**config.mk**
```make
export PLATFORM = sky130hd
export DESIGN_NAME = lpm_wake_ctrl
export DESIGN_NICKNAME = d
export VERILOG_FILES = /design/src/rtl/lpm_wake_pkg.sv /design/src/rtl/lpm_wake_ctrl.sv
export SDC_FILE = /design/constraint.sdc
export NUM_CORES = 1
export LEC_CHECK = 0
export BUFFER_PORTS_ARGS = -buffer_cell sky130_fd_sc_hd__buf_2
export CAP_MARGIN = 5
export CORE_MARGIN = 2
export CORE_UTILIZATION = 25
export DETAILED_ROUTE_END_ITERATION = 10
export MAX_ROUTING_LAYER = met4
export SLEW_MARGIN = 20
export SYNTH_ARGS = -nofsm -noshare
export SYNTH_HDL_FRONTEND = slang
export SYNTH_SLANG_ARGS = --single-unit
```
**constraint.sdc**
```tcl
create_clock -name hclk -period 3.9 [get_ports hclk]
set_input_delay 0.195 -clock hclk [delete_from_list [all_inputs] [get_ports hclk]]
set_output_delay 0.195 -clock hclk [all_outputs]
set_load 0.1 [all_outputs]
```
**src/rtl/lpm_wake_pkg.sv**
```systemverilog
// constants for the low-power wake controller: register map, status-word
// layout, sequencer states and reset values; assumes a 32-bit AHB-Lite bus
package lpm_wake_pkg;

   // ------------------------------------------------------------------
   // register map (byte addresses)
   // ------------------------------------------------------------------
   localparam logic [7:0] CORE_REG_BASE  = 8'h00;  // r0..r15, one word each
   localparam logic [7:0] CTRL_OFFSET    = 8'h40;  // bit 0 write: return_from_interrupt
   localparam logic [7:0] STATE_OFFSET   = 8'h44;  // read-only sequencer status
   localparam logic [7:0] VECTOR_OFFSET  = 8'h48;  // handler address
   localparam logic [7:0] STKTOP_OFFSET  = 8'h4C;  // stack word at the stack pointer
   localparam logic [7:0] IRQEN_OFFSET   = 8'h50;  // bit 0: request enable

   // ------------------------------------------------------------------
   // core registers and status word
   // ------------------------------------------------------------------
   localparam int         NUM_CORE_REGS  = 16;
   localparam int         WORD_W         = 16;
   localparam logic [3:0] PC_IDX         = 4'h0;
   localparam logic [3:0] SP_IDX         = 4'h1;
   localparam logic [3:0] SW_IDX         = 4'h2;
   localparam int         IRQ_ON_POS     = 3;
   localparam int         HALT_POS       = 4;
   localparam int         XTAL_OFF_POS   = 5;
   localparam int         GEN_OFF_POS    = 6;
   localparam int         SUB_OFF_POS    = 7;
   localparam logic [15:0] WAKE_CLR_MASK = 16'h00B0;  // cpu halt, crystal off, submain off
   localparam logic [15:0] STACK_STEP    = 16'h0002;
   localparam logic [15:0] REG_RST       = 16'h0000;
   localparam logic [15:0] VECTOR_RST    = 16'h0000;
   localparam logic [31:0] RDATA_RST     = 32'h0000_0000;

   // sleep level codes shown in the status register
   localparam logic [2:0] LVL_ACTIVE = 3'h0;
   localparam logic [2:0] LVL_0      = 3'h1;
   localparam logic [2:0] LVL_1      = 3'h2;
   localparam logic [2:0] LVL_2      = 3'h3;
   localparam logic [2:0] LVL_3      = 3'h4;
   localparam logic [2:0] LVL_4      = 3'h5;
   localparam logic [2:0] LVL_OTHER  = 3'h7;

   typedef enum logic [2:0] {ST_RUN, ST_PUSH_PC, ST_PUSH_SW, ST_ENTER, ST_POP_SW, ST_POP_PC} seq_state_t;

endpackage : lpm_wake_pkg

```
**src/rtl/lpm_wake_ctrl.sv**
```systemverilog
// low-power sleep level control with interrupt wake, stacking and return
// assumes one AHB-Lite master, an asynchronous interrupt request pin and
// clock gates downstream that obey the enables driven here
//
// How it works
// - an enabled request wakes the core from any sleep level and starts service
// - service entry pushes program counter then status word onto the stack
// - service entry clears cpu halt, submain off, crystal off; generator bit kept
// - return pops the status word from the stack, resuming the earlier level
// - a stacked status word altered in the handler takes effect on return
// - sixteen 16-bit core registers; three dedicated, thirteen general
// - setting a sleep bit changes the clock gates on the next edge
// - sleep bits decode to active, levels 0 to 4 or other, with matching clock gates
//
// Local design decisions: the AHB-Lite slave port and the register addresses.
module lpm_wake_ctrl
   import lpm_wake_pkg::*;
#(
   parameter int STACK_DEPTH = 8
) (
   input  wire logic        hclk,            // bus and core clock
   input  wire logic        hresetn,         // async reset, active low
   input  wire logic        ce,              // clock enable, freezes state when low
   input  wire logic        hsel,            // slave select
   input  wire logic [31:0] haddr,           // byte address
   input  wire logic [1:0]  htrans,          // transfer type
   input  wire logic        hwrite,          // write when high
   input  wire logic [2:0]  hsize,           // transfer size, word only
   input  wire logic [31:0] hwdata,          // write data
   input  wire logic        hready,          // bus ready
   output logic             hreadyout,       // slave ready
   output logic             hresp,           // always okay
   output logic [31:0]      hrdata,          // read data
   input  wire logic        irq_pin,         // interrupt request level from pin
   output logic             irq_ack,         // one-cycle pulse on service entry
   output logic             cpu_clk_en,      // cpu and main clock gate
   output logic             submain_clk_en,  // submain_clock gate
   output logic             digital_osc_en,  // digital_osc enable
   output logic             dco_gen_en,      // digital_osc generator enable
   output logic             crystal_osc_en,  // crystal oscillator and aux clock enable
   output logic [2:0]       sleep_level      // decoded level code
);

   localparam int SIDX_W = $clog2(STACK_DEPTH);

   // ------------------------------------------------------------------
   // helpers
   // ------------------------------------------------------------------
   function automatic logic [SIDX_W-1:0] stk_idx(input logic [15:0] sp);
      stk_idx = sp[SIDX_W:1];
   endfunction

   function automatic logic [2:0] level_of(input logic [15:0] sw);
      logic [3:0] b;
      b = {sw[SUB_OFF_POS], sw[GEN_OFF_POS], sw[XTAL_OFF_POS], sw[HALT_POS]};
      unique case (b)
         4'h0:    level_of = LVL_ACTIVE;
         4'h1:    level_of = LVL_0;
         4'h5:    level_of = LVL_1;
         4'h9:    level_of = LVL_2;
         4'hD:    level_of = LVL_3;
         4'hF:    level_of = LVL_4;
         default: level_of = LVL_OTHER;
      endcase
   endfunction

   // ------------------------------------------------------------------
   // state
   // ------------------------------------------------------------------
   logic [15:0]       core_q [NUM_CORE_REGS];
   logic [15:0]       stack_q [STACK_DEPTH];
   logic [15:0]       vector_q;
   logic              irq_en_q;
   logic              ret_rq_q;
   logic              in_service_q;
   seq_state_t        state_q;
   logic [2:0]        irq_sync_q;
   logic              irq_lvl_q;
   logic              wr_pend_q;
   logic [7:0]        wr_addr_q;
   logic [31:0]       rdata_q;
   logic              ack_q;
   logic [4:0]        gate_q;
   logic [2:0]        level_q;

   // ------------------------------------------------------------------
   // bus decode
   // ------------------------------------------------------------------
   wire logic        addr_phase = hsel & htrans[1] & hready;
   wire logic [7:0]  rd_addr    = haddr[7:0];
   wire logic [15:0] pc_w       = core_q[PC_IDX];
   wire logic [15:0] sp_w       = core_q[SP_IDX];
   wire logic [15:0] sw_w       = core_q[SW_IDX];
   wire logic [15:0] sp_dn      = sp_w - STACK_STEP;
   wire logic [15:0] sp_up      = sp_w + STACK_STEP;
   wire logic [15:0] stk_top    = stack_q[stk_idx(sp_w)];
   wire logic        wr_core    = wr_pend_q & (wr_addr_q < CTRL_OFFSET);
   wire logic [3:0]  wr_ridx    = wr_addr_q[5:2];
   wire logic [15:0] wd16       = hwdata[15:0];
   wire logic        irq_take   = (state_q == ST_RUN) & ~wr_pend_q & irq_lvl_q & irq_en_q
                                  & sw_w[IRQ_ON_POS] & ~in_service_q;
   wire logic        ret_take   = (state_q == ST_RUN) & ~wr_pend_q & ret_rq_q & in_service_q;
   wire logic [31:0] status_w   = {24'h00_0000, in_service_q, level_of(sw_w), 1'b0, 3'(state_q)};

   logic [31:0] rd_mux;
   always_comb begin
      rd_mux = RDATA_RST;
      if (rd_addr < CTRL_OFFSET)
         rd_mux = {16'h0000, core_q[rd_addr[5:2]]};
      else if (rd_addr == STATE_OFFSET)
         rd_mux = status_w;
      else if (rd_addr == VECTOR_OFFSET)
         rd_mux = {16'h0000, vector_q};
      else if (rd_addr == STKTOP_OFFSET)
         rd_mux = {16'h0000, stk_top};
      else if (rd_addr == IRQEN_OFFSET)
         rd_mux = {31'h0000_0000, irq_en_q};
   end

   // ------------------------------------------------------------------
   // bus slave: zero wait states, okay on every access
   // ------------------------------------------------------------------
   always_ff @(posedge hclk or negedge hresetn) begin
      if (!hresetn) begin
         wr_pend_q <= 1'b0;
         wr_addr_q <= 8'h00;
         rdata_q   <= RDATA_RST;
      end else if (ce) begin
         wr_pend_q <= addr_phase & hwrite;
         wr_addr_q <= rd_addr;
         if (addr_phase & ~hwrite)
            rdata_q <= rd_mux;
      end
   end

   // ------------------------------------------------------------------
   // interrupt pin synchroniser: change counts when stages 2 and 3 agree
   // ------------------------------------------------------------------
   always_ff @(posedge hclk or negedge hresetn) begin
      if (!hresetn) begin
         irq_sync_q <= 3'h0;
         irq_lvl_q  <= 1'b0;
      end else if (ce) begin
         irq_sync_q <= {irq_sync_q[1:0], irq_pin};
         if (irq_sync_q[2] == irq_sync_q[1])
            irq_lvl_q <= irq_sync_q[2];
      end
   end

   // ------------------------------------------------------------------
   // control registers; a bus write of the return bit wins over consumption
   // ------------------------------------------------------------------
   always_ff @(posedge hclk or negedge hresetn) begin
      if (!hresetn) begin
         vector_q <= VECTOR_RST;
         irq_en_q <= 1'b0;
         ret_rq_q <= 1'b0;
      end else if (ce) begin
         if (ret_take)
            ret_rq_q <= 1'b0;
         if (wr_pend_q && wr_addr_q == CTRL_OFFSET && hwdata[0])
            ret_rq_q <= 1'b1;
         if (wr_pend_q && wr_addr_q == VECTOR_OFFSET)
            vector_q <= wd16;
         if (wr_pend_q && wr_addr_q == IRQEN_OFFSET)
            irq_en_q <= hwdata[0];
      end
   end

   // ------------------------------------------------------------------
   // entry / return sequencer; starts only with no bus write pending, then runs on through writes
   // ------------------------------------------------------------------
   always_ff @(posedge hclk or negedge hresetn) begin
      if (!hresetn) begin
         state_q      <= ST_RUN;
         in_service_q <= 1'b0;
         ack_q        <= 1'b0;
      end else if (ce) begin
         ack_q <= 1'b0;
         unique case (state_q)
            ST_RUN: begin
               if (irq_take)
                  state_q <= ST_PUSH_PC;
               else if (ret_take)
                  state_q <= ST_POP_SW;
            end
            ST_PUSH_PC: state_q <= ST_PUSH_SW;
            ST_PUSH_SW: state_q <= ST_ENTER;
            ST_ENTER: begin
               state_q      <= ST_RUN;
               in_service_q <= 1'b1;
               ack_q        <= 1'b1;
            end
            ST_POP_SW:  state_q <= ST_POP_PC;
            ST_POP_PC: begin
               state_q      <= ST_RUN;
               in_service_q <= 1'b0;
            end
         endcase
      end
   end

   // core registers and stack; the stack is written only by the sequencer
   // and the top-of-stack window, so handlers can edit the saved word
   always_ff @(posedge hclk or negedge hresetn) begin
      if (!hresetn) begin
         for (int i = 0; i < NUM_CORE_REGS; i++)
            core_q[i] <= REG_RST;
         for (int i = 0; i < STACK_DEPTH; i++)
            stack_q[i] <= REG_RST;
      end else if (ce) begin
         if (wr_core)
            core_q[wr_ridx] <= wd16;
         if (wr_pend_q && wr_addr_q == STKTOP_OFFSET)
            stack_q[stk_idx(sp_w)] <= wd16;
         unique case (state_q)
            ST_PUSH_PC: begin
               core_q[SP_IDX]         <= sp_dn;
               stack_q[stk_idx(sp_dn)] <= pc_w;
            end
            ST_PUSH_SW: begin
               core_q[SP_IDX]         <= sp_dn;
               stack_q[stk_idx(sp_dn)] <= sw_w;
            end
            ST_ENTER: begin
               core_q[SW_IDX] <= sw_w & ~WAKE_CLR_MASK;
               core_q[PC_IDX] <= vector_q;
            end
            ST_POP_SW: begin
               core_q[SW_IDX] <= stk_top;
               core_q[SP_IDX] <= sp_up;
            end
            ST_POP_PC: begin
               core_q[PC_IDX] <= stk_top;
               core_q[SP_IDX] <= sp_up;
            end
            default: ;
         endcase
      end
   end

   // ------------------------------------------------------------------
   // clock gates follow the live status word one edge later
   // ------------------------------------------------------------------
   wire logic halt     = sw_w[HALT_POS];
   wire logic xtal_off = sw_w[XTAL_OFF_POS];
   wire logic gen_off  = sw_w[GEN_OFF_POS];
   wire logic sub_off  = sw_w[SUB_OFF_POS];
   // digital_osc keeps running while either the cpu or submain clock needs it
   wire logic [4:0] gate_d = {~halt, ~sub_off, ~(halt & sub_off), ~(halt & sub_off & gen_off), ~xtal_off};

   always_ff @(posedge hclk or negedge hresetn) begin
      if (!hresetn) begin
         gate_q  <= 5'h1F;
         level_q <= LVL_ACTIVE;
      end else if (ce) begin
         gate_q  <= gate_d;
         level_q <= level_of(sw_w);
      end
   end

   assign cpu_clk_en     = gate_q[4];
   assign submain_clk_en = gate_q[3];
   assign digital_osc_en = gate_q[2];
   assign dco_gen_en     = gate_q[1];
   assign crystal_osc_en = gate_q[0];
   assign sleep_level    = level_q;
   assign irq_ack        = ack_q;
   assign hrdata         = rdata_q;
   assign hreadyout      = 1'b1;
   assign hresp          = 1'b0;
endmodule // lpm_wake_ctrl

```
==> flow_summary.yaml <==
routing:
  vias_per_cell: 5.44
  drt-total-wl_mm: 73.5
  drtIter0Drc: 1670
  via_count: 16600
  dr.pass1.iters: 7
  drt_drc_violations_left: 0
  postRouteAntennaNets: 0
  wl_per_cell_um: 24.1
power_and_ir_drop:
  peakVddDrop_mv: 0.356
  p_leak_nw: 11.2
  p_per_area_nw_per_um2: 632
timing:
  slew_headroom: 0.218
  finalHoldViolCount: 0
  worstMarginPinSlew_ns: 1.17
  fin_crit_sh: 0.779
  fmax_ghz: 0.329
  fin_crit_ns: 3.04
  rsz0062_at_grt: "false"
  finalSetupViolCount: 0
  drv_slew: 0
  fin_skew_ns: 0.0298
  timing.setup.tns_ns: 0
placed_design:
  gp_congestion: 0.905
  dp_hpwl_mm: 47.1
  portBuffers: 56
  dpl-instance-area_um2: 24300
hold_path:
  min_path_type: "primary input to flop"
  holdPathStages: 3
final_layout:
  fin_area_um2: 26000
  syn_to_final_growth_pct: 13.9
  drive_gt1_frac: 0.385
  final_cell_mix: "437 x dfrtp_1, 262 x nand2_1, 243 x mux2_2"
  layout_commonest_cell: "dfrtp_1"
  layout.nets: 1909
yosys:
  synth-seq-cells: 444
  synth_edf_count: 0
  netlist_area_um2: 22900
  syn_avg_cell_area_um2: 12.5
  synthTopCellsByArea: "dfrtp_1 48%, mux2_2 12%, mux4_2 11%, o221a_2 6.1%, nand2_1 4.3%"
  yosys.area.top_type: "dfrtp_1"
  syn_inst: 1833
  ys_async_sr_fraction: 1.00
  ys_types: 82
  synth_ff_type: "dfrtp_1"
  yosysWarnings: 0
  synth_top_area_frac: 0.481
  ys_seq_area_frac: 0.486
global_route:
  met2_usage: 0.239
  overflow: 0
  met3_usage: 0.0350
  antenna_found_initial: 5
  grt_max_degree: 117
  grt-busiest-layer: "met2"
  grt_pass1_vias: 17000
  grt_pass1_wl_mm: 111
  grtUsageMet1: 0.205
  grt_usage: 0.158
cts:
  cts_tree: "built"
  cts_resized: 0
  clock_latency_ns: 0.60
  cts_buffers: 49
  cts_max_level: 2
  cts_max_path_buffers: 3
  clkSinkCount: 444
  cts_hold_buf: 7
  path_clk_slew_ns: 0.06
  cts_setup_buffers: 0
  cts_root_buf: "clkbuf_16"
critical_path:
  max_stage_delay_ns: 0.73
  critPathKind: "flop to flop"
  cp_common_cell: "buf_4"
  cp_data_required_time_ns: 4.41
  cp_slowest_cell: "o21a_1"
  critical_path_peak_fanout: 41
  rr_worst_depth: 6
  path_cells: "buf_4 > nand2_1 > nor4b_4 > buf_4 > o21a_1 > o221a_2"
  end_kind: "flop"
  startpoint_type: "flop"
  arrival_ns: 3.55
outcome:
  outcome: "finished clean"
floorplan:
  core_region_area_um2: 90300
  dieHeight_um: 306
  ios: 119
  die_area_um2: 93800
  start_util: 0.253
  num_rows: 110
  fp.dieW_um: 306
flow_run:
  cap_violations: 0
[power breakdown]
group	total, mW	switching [mW]	internal [mW]
clock network	4.85	1.95	2.90
registers	6.36	0.828	5.53
logic	5.24	3.08	2.16
[path summary, 6_finish.rpt]
check | to | start | slack, ns
min in group asynchronous | async pin | hresetn | 0.09
worst min-delay path | wr_pend_q$_DFFE_PN0P_ | htrans[1] | 0.03
worst max-delay path | stack_q[115]$_DFFE_PN0P_ | sp_w[1]$_DFFE_PN0P_ | 0.86
max in group asynchronous | async pin | hresetn | 2.53
worst min register to register | hrdata[0]$_DFFE_PN0P_ | hrdata[0]$_DFFE_PN0P_ | 0.49
worst max register to register | stack_q[115]$_DFFE_PN0P_ | sp_w[1]$_DFFE_PN0P_ | 0.86
[cell usage after synthesis, drive strengths merged (3+ instances only)]
cell,number
mux2,243
nand3,17
a211oi,5
o21a,11
nand4,7
a22o,21
a221oi,18
o211ai,8
a22oi,19
buf,105
o221a,129
o31ai,5
nor2b,11
o21ai,56
mux4,108
nand2,264
mux2i,10
inv,13
xnor2,5
and3,12
nor2,66
or2,3
nor4b,4
dfstp,5
a31oi,6
xor2,6
nand2b,9
o22ai,7
clkbuf,84
a222oi,20
o221ai,3
nor4,14
a21oi,46
nor3,15
dfrtp,439
and2,3
nor3b,3
[layer usage]
layer	vias to the layer above	wire, um
met2	852	33300
met3	202	6280
met5	-	0
met4	0	3150
li1	6926	-
met1	8605	30700
[critical path, delay by kind of cell, from the launching register on]
kind	cells	cell delay, ns
DFF	1	0.36
AOI/OAI and AO/OA	2	1.04
and+or+nand+nor	2	0.56
buffers and inverters	2	0.94
[through the flow]
stage	power [mW]	util	hold slack [ns]	setup slack, ns	cells
2_1_floorplan	10.0	-	-0.101	1.11	1849
3_3_place_gp	11.4	0.269	0.366	0.974	2948
3_5_place_dp	11.6	0.269	0.394	0.912	2948
4_1_cts	16.5	0.288	0.0399	0.880	3043
5_1_grt	17.1	0.288	0.0728	0.757	3049
6_report	16.4	0.288	0.0280	0.861	3049
[cell type report]
type | instances | area, um^2
multi-input cells | 1203 | 10800
clock buffers | 73 | 1460
diodes | 5 | 12.5
repair buffers | 120 | 876
inverters | 13 | 48.8
clock inverters | 15 | 213
flip-flops and latches | 444 | 11100
fillers | 9109 | 64300
well taps | 1176 | 1470
[kinds of logic after synthesis]
group	share of synthesized area
adders and majority gates	0.00153
and+or+nand+nor	0.0932
DFF	0.486
muxes	0.231
AOI/OAI and AO/OA	0.140
buffers and inverters	0.0431
xor gates and xnor gates	0.00520
other	0.000329
(Power assumes the default switching activity.)
